File: src/shared/barrier_map.svh
`ifndef BARRIER_MAP_SVH
`define BARRIER_MAP_SVH
`define STYPE_MSB        10
`define STYPE_LSB        6
`define STYPE_FULL       5'h00
`define STYPE_WMB        5'h04
`define STYPE_MB         5'h10
`define STYPE_ACQUIRE    5'h11
`define STYPE_RELEASE    5'h12
`define STYPE_RMB        5'h13
`define CNT_ZERO         8'h00
`define CNT_ONE          8'h01
`endif

File: src/shared/barrier_pkg.sv
package barrier_pkg;
  typedef enum logic [1:0] {
    ST_IDLE  = 2'b00,
    ST_DRAIN = 2'b01,
    ST_DONE  = 2'b11
  } bar_state_e;

  // Memory access class as seen by the barrier.
  typedef enum logic [1:0] {
    OP_LOAD  = 2'b00,
    OP_STORE = 2'b01,
    OP_CACHE = 2'b10,
    OP_PREFETCH = 2'b11
  } op_kind_e;

  typedef enum logic [1:0] {
    CCA_UNCACHED = 2'b00,
    CCA_COHERENT = 2'b01,
    CCA_NONCOH   = 2'b10,
    CCA_OTHER    = 2'b11
  } cca_e;
endpackage : barrier_pkg

File: src/rtl/barrier_decode.sv
`timescale 1ns/1ns
`include "barrier_map.svh"
module barrier_decode (
  input  wire logic [31:0] instr,        // Barrier instruction word.
  output logic             older_ld,     // Older loads are selected.
  output logic             older_st,     // Older stores are selected.
  output logic             younger_ld,   // Younger loads are held.
  output logic             younger_st,   // Younger stores are held.
  output logic             completion    // Full completion semantics.
);
  logic [4:0] stype;

  assign stype = instr[`STYPE_MSB:`STYPE_LSB];

  always_comb begin
    older_ld   = 1'b1;
    older_st   = 1'b1;
    younger_ld = 1'b1;
    younger_st = 1'b1;
    completion = 1'b0;
    case (stype)
      `STYPE_WMB: begin
        older_ld   = 1'b0;
        younger_ld = 1'b0;
      end
      `STYPE_MB: begin
      end
      `STYPE_RMB: begin
        older_st   = 1'b0;
        younger_st = 1'b0;
      end
      `STYPE_ACQUIRE: begin
        older_st = 1'b0;
      end
      `STYPE_RELEASE: begin
        younger_ld = 1'b0;
      end
      // Type zero, vendor codes and reserved codes all act as full sync.
      default: begin
        completion = 1'b1;
      end
    endcase
  end
endmodule : barrier_decode

File: src/rtl/memory_barrier_ordering.sv
`timescale 1ns/1ns
`include "barrier_map.svh"
// Notes on behaviour
// - Only uncached and cached coherent accesses are constrained.
// - A completion barrier holds younger selected ops until older ones end.
// - Loads end at register writeback, stores once globally visible.
// - Older selected accesses are globally performed before younger ones.
// - Instruction fetches are never ordered by the barrier.
// - Type zero is the full load and store completion barrier.
// - Undefined nonzero types execute as the type zero barrier.
// - Ordering barriers keep older accesses ahead at the ordering point.
// - External requests of older ops are performed before younger ones.
// - Ordering barriers finish without waiting for older completion.
// - Cache and prefetch ops count as loads or stores, per issue_is_ld.
// - The type field is instruction bits ten down to six.
// - Types 0x4, 0x10 and 0x13 order stores, both, and loads.
// - Type 0x11 is acquire and type 0x12 is release.
// - Vendor and reserved codes fall back to the full barrier.
module memory_barrier_ordering #(
  parameter int CNT_W = 8
) (
  input  wire logic                  clk,           // Core clock.
  input  wire logic                  rst,           // Sync reset, high.
  input  wire logic                  bar_valid,     // Barrier at issue.
  input  wire logic [31:0]           bar_instr,     // Barrier word.
  input  wire logic                  issue_valid,   // Memory op issued.
  input  wire barrier_pkg::op_kind_e issue_kind,    // Its kind.
  input  wire logic                  issue_is_ld,   // Cache/prefetch_op as load.
  input  wire barrier_pkg::cca_e     issue_cca,     // Its access type.
  input  wire logic                  ld_done,       // Load wrote register.
  input  wire logic                  st_done,       // Store globally seen.
  input  wire logic                  ld_ordered,    // Load past order pt.
  input  wire logic                  st_ordered,    // Store past order pt.
  output logic                       bar_stall,     // Barrier held.
  output logic                       bar_retire,    // Barrier done pulse.
  output logic                       hold_ld,       // Hold younger loads.
  output logic                       hold_st        // Hold younger stores.
);
  import barrier_pkg::*;

  // ============================================================
  // Outstanding counters
  // ============================================================
  // Two counters per class: not yet past the ordering point, and not yet
  // completed. The pipeline reports done/ordered only for synchronizable
  // ops it was told about through issue_valid.
  logic             sync_op;
  logic             op_ld;
  logic             op_st;
  logic [CNT_W-1:0] ld_pend_q;
  logic [CNT_W-1:0] st_pend_q;
  logic [CNT_W-1:0] ld_unord_q;
  logic [CNT_W-1:0] st_unord_q;

  assign sync_op = issue_valid &&
                   (issue_cca == CCA_UNCACHED ||
                    issue_cca == CCA_COHERENT);
  // Cache maintenance and prefetch ride the same counters.
  assign op_ld = sync_op && (issue_kind == OP_LOAD ||
                 (issue_kind != OP_STORE && issue_is_ld));
  assign op_st = sync_op && (issue_kind == OP_STORE ||
                 (issue_kind != OP_LOAD && !issue_is_ld));

  function automatic logic [CNT_W-1:0] step(
    input logic [CNT_W-1:0] c, input logic inc, input logic dec);
    logic [CNT_W-1:0] one;
    one = CNT_W'(`CNT_ONE);
    if (inc && !dec) begin
      step = c + one;
    end else if (dec && !inc && c != CNT_W'(`CNT_ZERO)) begin
      step = c - one;
    end else begin
      step = c;
    end
  endfunction : step

  always_ff @(posedge clk) begin
    if (rst) begin
      ld_pend_q  <= CNT_W'(`CNT_ZERO);
      st_pend_q  <= CNT_W'(`CNT_ZERO);
      ld_unord_q <= CNT_W'(`CNT_ZERO);
      st_unord_q <= CNT_W'(`CNT_ZERO);
    end else begin
      ld_pend_q  <= step(ld_pend_q, op_ld, ld_done);
      st_pend_q  <= step(st_pend_q, op_st, st_done);
      ld_unord_q <= step(ld_unord_q, op_ld, ld_ordered);
      st_unord_q <= step(st_unord_q, op_st, st_ordered);
    end
  end

  // ============================================================
  // Type decode
  // ============================================================
  logic sel_old_ld;
  logic sel_old_st;
  logic sel_yng_ld;
  logic sel_yng_st;
  logic sel_full;

  barrier_decode u_decode (
    .instr      (bar_instr),
    .older_ld   (sel_old_ld),
    .older_st   (sel_old_st),
    .younger_ld (sel_yng_ld),
    .younger_st (sel_yng_st),
    .completion (sel_full)
  );

  // ============================================================
  // Barrier sequencer
  // ============================================================
  // The selection is latched at acceptance so the condition does not
  // shift if the pipeline changes bar_instr while stalled.
  bar_state_e state_q;
  logic       old_ld_q;
  logic       old_st_q;
  logic       yng_ld_q;
  logic       yng_st_q;
  logic       full_q;
  logic       met;

  always_comb begin
    if (full_q) begin
      met = (!old_ld_q || ld_pend_q == CNT_W'(`CNT_ZERO)) &&
            (!old_st_q || st_pend_q == CNT_W'(`CNT_ZERO));
    end else begin
      // Ordering barrier: older ops only need to pass the ordering
      // point, after which the datapath keeps external order.
      met = (!old_ld_q || ld_unord_q == CNT_W'(`CNT_ZERO)) &&
            (!old_st_q || st_unord_q == CNT_W'(`CNT_ZERO));
    end
  end

  always_ff @(posedge clk) begin
    if (rst) begin
      state_q  <= ST_IDLE;
      old_ld_q <= 1'b0;
      old_st_q <= 1'b0;
      yng_ld_q <= 1'b0;
      yng_st_q <= 1'b0;
      full_q   <= 1'b0;
    end else begin
      case (state_q)
        ST_IDLE: begin
          if (bar_valid) begin
            old_ld_q <= sel_old_ld;
            old_st_q <= sel_old_st;
            yng_ld_q <= sel_yng_ld;
            yng_st_q <= sel_yng_st;
            full_q   <= sel_full;
            state_q  <= ST_DRAIN;
          end
        end
        ST_DRAIN: begin
          if (met) begin
            state_q <= ST_DONE;
          end
        end
        ST_DONE: begin
          state_q <= ST_IDLE;
        end
        default: begin
          state_q <= ST_IDLE;
        end
      endcase
    end
  end

  // ============================================================
  // Outputs
  // ============================================================
  // Holds cover data accesses only; the fetch path has no hold at all.
  always_ff @(posedge clk) begin
    if (rst) begin
      bar_stall  <= 1'b0;
      bar_retire <= 1'b0;
      hold_ld    <= 1'b0;
      hold_st    <= 1'b0;
    end else begin
      bar_stall  <= (state_q == ST_IDLE && bar_valid) ||
                    (state_q == ST_DRAIN && !met);
      bar_retire <= state_q == ST_DRAIN && met;
      hold_ld    <= state_q == ST_IDLE ? (bar_valid && sel_yng_ld)
                    : (state_q == ST_DRAIN && !met && yng_ld_q);
      hold_st    <= state_q == ST_IDLE ? (bar_valid && sel_yng_st)
                    : (state_q == ST_DRAIN && !met && yng_st_q);
    end
  end
endmodule : memory_barrier_ordering

File: config.mk
export PLATFORM = sky130hd
export DESIGN_NAME = memory_barrier_ordering
export DESIGN_NICKNAME = d
export VERILOG_FILES = /design/src/shared/barrier_pkg.sv /design/src/rtl/barrier_decode.sv /design/src/rtl/memory_barrier_ordering.sv
export VERILOG_INCLUDE_DIRS = /design/src /design/src/shared
export SDC_FILE = /design/constraint.sdc
export NUM_CORES = 1
export LEC_CHECK = 0
export BUFFER_PORTS_ARGS = -buffer_cell sky130_fd_sc_hd__buf_2
export CAP_MARGIN = 5
export CORE_AREA = 2 2 84 86
export DETAILED_ROUTE_END_ITERATION = 16
export DIE_AREA = 0 0 86 88
export PLACE_DENSITY = 0.77
export SETUP_SLACK_MARGIN = 0.15
export SLEW_MARGIN = 15
export SYNTH_ARGS = -nofsm -noshare
export SYNTH_HDL_FRONTEND = slang
export SYNTH_SLANG_ARGS = --single-unit
File: constraint.sdc
create_clock -name clk -period 2.9 [get_ports clk]
set_input_delay 0 -clock clk [delete_from_list [all_inputs] [get_ports clk]]
set_output_delay 0 -clock clk [all_outputs]
set_load 0.1 [all_outputs]
==> metrics, run 1 <==
core area=6644 µm²; Leak=1.397 nW; Initial Util=45.33%; Synth Instances=366; FF+latch count, synth=43; Final Hold Fails=0; Vias/cell=5.944; largest cells by area after synthesis=dfxtp_1 (29%), ha_1 (10%), a21oi_1 (5.2%); Worst Path Arrival=2660 ps; VDD IR-drop max=0.5177 mV; Reg2Reg Launch Point=st_pend_q[1]; H-tree depth reported by CTS=2; CTS tree=yes; register area share after synthesis=28.58%; filler instances=630; Main synth FF type=dfxtp_1; Netlist cell types=55; start point of the critical path=issue_kind[1]; grt met1 use=24.08%; Post-synth top cells=dfxtp_1 (43), a21oi_1 (31), nor2_1 (30), ha_1 (25), nand2_1 (25); register area=860.8 µm²; DRT Pass-1 Iters=4; endpoint type of the worst setup path=flip-flop; vias in the first global route=2702; HPWL after detailed placement=4.994 mm; most frequent cell after synthesis=dfxtp_1; CTS Buf Count=5; first-pass GRT wire length=11.67 mm; area of the multi-input gates=2063 µm²; Final Cycle Share=85.09%; RSZ-0062 raised after global routing=no; Routed WL=6.666 mm; syn avg cell area=8.229 µm²; initial antenna violation count=0; Post-CTS Setup Repair Bufs=0; full die area=7568 µm²; Final setup viols=0; largest net degree at the start of global routing=25; total power=3.865 mW; Clock Pin Slew Worst Setup and Hold Paths=90 ps; CP Class=input port to flip-flop; Max FO, Critical Path=10; met3 global-route usage=1.697%; Startpoint Class=input port; layout cell share with drive strength beyond 1=13.53%; met2 usage=32.63%; n_diodes=0; yosys warns=0; EDFF count, synth=0; CP cell instances=buf_2, nor2b_4, or3_1, nand2b_1, ha_1, or4_1, o22ai_1, mux2i_1, mux2_2; Port Buf Inserts=20; clk buf depth=2; synthesized cell area=3012 µm²; overall routing resource usage=18.51%; Max Clk Rate=405.2 MHz; DR DRC count=0; worst rel slew slack=59.03%; Data required, critical path=3100 ps; die width=86 µm; min Tclk post-route=2468 ps; Slew Limit Fails=0; drt initial violations=88; MaxCap Viol Count=0; Syn Nets=440; area leader, netlist=dfxtp_1; Routed Antenna Nets=0; synth-to-layout area growth=12.51%; Avg WL per Cell=13.92 µm; share of Yosys cell area claimed by the top area cell type=28.58%; Rows=30; nets=472; Root Buffer=clkbuf_8; Chip Height=88 µm; total number of vias=2847; clk sinks=43; Overflow after GRT=0; setup_tns=0 ps; Hold Crit Class=input port to flip-flop; Hold Path Origin=bar_instr[6]; Setup Skew=4.746 ps; CP max stage cell=or4_1; busiest grt layer=met2; routability cong.=0.8522; CP max stage delay=520 ps; outcome=finished clean; Async SR Flop Fraction=0%; power density over the cells=1141 nW/µm²; worst-margin pin slew=614.6 ps; Ports=49; Worst-Skew Late Latency=300 ps
placed cells by master, fill, tap and decap left out, drive strengths merged, types with 3 or more instances in the layout:
| master | n |
|---|---|
| a21boi | 3 |
| o41ai | 3 |
| a21o | 8 |
| o22ai | 5 |
| mux2 | 6 |
| buf | 31 |
| clkinv | 3 |
| or4 | 3 |
| clkbuf | 5 |
| nor2b | 15 |
| xnor2 | 4 |
| nand3 | 16 |
| nor2 | 32 |
| a211oi | 14 |
| and2 | 3 |
| inv | 12 |
| nor3b | 9 |
| mux2i | 6 |
| fa | 4 |
| nor4 | 12 |
| a31oi | 4 |
| dfxtp | 43 |
| nand2b | 5 |
| o21ai | 22 |
| a211o | 3 |
| and3 | 5 |
| or3 | 3 |
| xor2 | 3 |
| ha | 25 |
| a21oi | 31 |
| nor3 | 14 |
| nand2 | 25 |
through the flow:
| step | area, µm² | utilization (%) | instances | hold slack [ps] | worst slack [ps] |
|---|---|---|---|---|---|
| 2_1_floorplan | 3012 | - | 366 | 108.8 | 366.7 |
| 3_3_place_gp | 3256 | 49.00 | 469 | 215.0 | 197.6 |
| 3_5_place_dp | 3256 | 49.00 | 469 | 220.7 | 141.1 |
| 4_1_cts | 3388 | 51.00 | 479 | 29.91 | 466.7 |
| 5_1_grt | 3388 | 51.00 | 479 | 71.36 | 314.1 |
| 6_report | 3388 | 51.00 | 479 | 33.73 | 432.4 |
power by group:
part	internal [mW]	leakage, nW	total, mW	switching, mW
Clock	0.257	0.0581	0.475	0.219
Sequential	0.805	0.355	1.01	0.207
Combinational	1.10	0.983	2.38	1.28
layout make-up:
cell class / instances / area share (%)
timing repair buffer: 33 / 5.982
tap: 80 / 2.954
clock buffer: 5 / 2.031
multi-input combinational: 302 / 60.89
clock inverter: 3 / 1.292
inverter: 13 / 1.440
sequential: 43 / 25.41
registers in the layout, summed over array words and instances, names as in the netlist:
name and count:
ld_pend_q 8, ld_unord_q 8, st_pend_q 8, st_unord_q 8, state_q 2, bar_retire 1, bar_stall 1, full_q 1
hold_ld 1, hold_st 1, old_ld_q 1, old_st_q 1, yng_ld_q 1, yng_st_q 1
critical path: cells and delay by family:
family | cells | cell delay [ps]
AOI/OAI and AO/OA | 1 | 200
adders and majority gates | 1 | 350
buffers and inverters | 1 | 100
muxes | 2 | 560
and+or+nand+nor | 4 | 1440
final timing paths:
| kind | endpoint | slack [ps] | cells past startpoint |
|---|---|---|---|
| worst max-delay path | ld_pend_q[7] | 430 | 9 |
| worst min-delay path | hold_ld | 30 | 4 |
| worst max register to register | st_pend_q[7] | 770 | 6 |
| worst min register to register | state_q[0] | 490 | 1 |
timing repair:
| action | in CTS | in global routing |
|---|---|---|
| endpoints found under the hold margin | 2 | 0 |
| resized for setup | 0 | 0 |
| hold buffers | 2 | 0 |
metal layers:
layer	wire length [µm]	vias up
li1	-	1438
met3	221	10
met5	0	-
met4	103	0
met1	3197	1341
met2	3143	58
cell families after synthesis:
logic type	count (synthesis)	synth area share, %
muxes	12	4.362
and+or+nand+nor	144	25.38
adders and majority gates	29	13.05
buffers and inverters	21	2.908
AOI/OAI and AO/OA	110	23.68
DFF	43	28.58
xor gates and xnor gates	7	2.036
No activity file was read; power rests on OpenSTA's default activity.
==> run 2, diff against run 1 <==
--- a/config.mk
+++ b/config.mk
@@ -12,6 +12,7 @@
 export DETAILED_ROUTE_END_ITERATION = 16
 export DIE_AREA = 0 0 86 88
 export PLACE_DENSITY = 0.77
+export RECOVER_POWER = 25
 export SETUP_SLACK_MARGIN = 0.15
 export SLEW_MARGIN = 15
 export SYNTH_ARGS = -nofsm -noshare
==> run 2 against run 1 <==
Effect of this change:
- clock power hardly changed
- setup slack better by 8.4 ps
- wire length is 0.30% lower
- combinational power hardly changed
- highest routed layer unchanged
==> metrics, run 2 (same netlist as run 1, synthesis figures left out) <==
overall routing resource usage=18.51% (unchanged); CTS resizes=0 (unchanged); Final Cycle Share=84.80% (was 85.09%); core area=6644 µm² (unchanged); Vias/cell=5.904 (was 5.944); MaxCap Viol Count=0 (unchanged); Overflow after GRT=0 (unchanged); routability cong.=0.8522 (unchanged); Root Buffer=clkbuf_8 (unchanged); final core occ=50.92% (was 51.00%); Clock Pin Slew Worst Setup and Hold Paths=90 ps (about the same); H-tree depth reported by CTS=2 (unchanged); drt initial violations=88 (unchanged); Slew Limit Fails=0 (unchanged); hold_buf cts=2 (unchanged); synth-to-layout area growth=12.34% (was 12.51%); Worst-Skew Late Latency=300 ps (about the same); CP max stage delay=520 ps (about the same); clk buf depth=2 (unchanged); VDD IR-drop max=0.5182 mV (was 0.5177 mV); total number of vias=2828 (was 2847); most common cell after layout, fill and taps aside=dfxtp_1 (unchanged); Data required, critical path=3100 ps (about the same); Avg WL per Cell=13.87 µm (was 13.92 µm); Final Hold Fails=0 (unchanged); Routed WL=6.646 mm (was 6.666 mm); initial antenna violation count=0 (unchanged); Setup Skew=3.916 ps (was 4.746 ps); outcome=finished clean (unchanged); min Tclk post-route=2459 ps (was 2468 ps); CTS Buf Count=5 (unchanged); CP Class=input port to flip-flop (unchanged); Max FO, Critical Path=10 (unchanged); setup_tns=0 ps (unchanged); filler instances=631 (was 630); Max Clk Rate=406.6 MHz (was 405.2 MHz); first-pass GRT wire length=11.67 mm (unchanged); HPWL after detailed placement=4.994 mm (unchanged); die width=86 µm (unchanged); Leak=1.381 nW (was 1.397 nW); DR DRC count=0 (unchanged); nets=472 (unchanged); endpoint type of the worst setup path=flip-flop (unchanged); n_diodes=0 (unchanged); Hold Crit Class=input port to flip-flop (unchanged); clk sinks=43 (unchanged); Final setup viols=0 (unchanged); Routed Antenna Nets=0 (unchanged); Port Buf Inserts=20 (unchanged); RSZ-0062 raised after global routing=no (unchanged); worst-margin pin slew=1172 ps (was 614.6 ps); layout cell share with drive strength beyond 1=12.53% (was 13.53%); Initial Util=45.33% (unchanged); vias in the first global route=2702 (unchanged); Chip Height=88 µm (unchanged); power density over the cells=1142 nW/µm² (was 1141 nW/µm²); Worst Path Arrival=2660 ps (about the same); CTS tree=yes (unchanged); most frequent cells in the layout=dfxtp_1 (43), a21oi_1 (31), nor2_1 (30) (unchanged); Post-CTS Setup Repair Bufs=0 (unchanged); full die area=7568 µm² (unchanged); Rows=30 (unchanged); Startpoint Class=input port (unchanged); Ports=49 (unchanged); DRT Pass-1 Iters=4 (unchanged); CP cell instances=buf_2, nor2b_4, or3_1, nand2b_1, ha_1, or4_1, o22ai_1, mux2i_1, mux2_2 (unchanged); total power=3.862 mW (was 3.865 mW); worst rel slew slack=22.18% (was 59.03%); largest net degree at the start of global routing=25 (unchanged); CP max stage cell=or4_1 (unchanged)
[run 2: metrics by stage]
| stage | cell area [µm²] | setup slack [ps] | std cells | hold slack (ps) |
|---|---|---|---|---|
| 5_1_grt | 3383 | 314.1 | 479 | 71.36 |
| 4_1_cts | 3388 | 466.7 | 479 | 29.91 |
| 2_1_floorplan | 3012 | 366.7 | 366 | 108.8 |
| 3_5_place_dp | 3256 | 141.1 | 469 | 220.7 |
| 6_report | 3383 | 440.8 | 479 | 33.42 |
| 3_3_place_gp | 3256 | 197.6 | 469 | 215.0 |
[run 2: layer usage]
metal | track usage, % | vias up | routed length, µm | part of all wire (%)
li1 | - | 1438 | - | -
met1 | 24.08 | 1326 | 3157 | 48
met2 | 32.63 | 54 | 3142 | 47
met3 | 1.697 | 10 | 243 | 3.7
met4 | 5.483 | 0 | 103 | 1.5
met5 | 0 | - | 0 | 0
[run 2: where the power goes]
part | switching (mW) | total (mW) | internal [mW]
logic | 1.28 | 2.37 | 1.10
registers | 0.208 | 1.01 | 0.805
clock network | 0.220 | 0.477 | 0.257
total | 1.71 | 3.86 | 2.16
[run 2: layout make-up]
cell class	count	area (µm²)	share of cell area [%]
Multi-Input combinational cell	302	2063	60.98
Sequential cell	43	860.8	25.44
Timing Repair Buffer	33	197.7	5.843
Tap cell	80	100.1	2.959
Clock buffer	5	68.82	2.034
Inverter	13	48.80	1.442
Clock inverter	3	43.79	1.294
[run 2: worst max-delay path: cells and delay by family]
kind	cells	cell delay (ps)
compound gates	1	200
fa+ha+maj	1	350
buf+inv	1	100
mux	2	560
simple gates	4	1440
[run 2: final timing paths]
| kind | end | startpoint | depth (start not counted) | slack [ps] |
|---|---|---|---|---|
| max reg2reg | st_pend_q[7] | st_pend_q[1] | 6 | 770 |
| min | hold_ld | bar_instr[6] | 4 | 30 |
| min reg2reg | state_q[0] | state_q[0] | 1 | 490 |
| max | ld_pend_q[7] | issue_kind[1] | 9 | 440 |
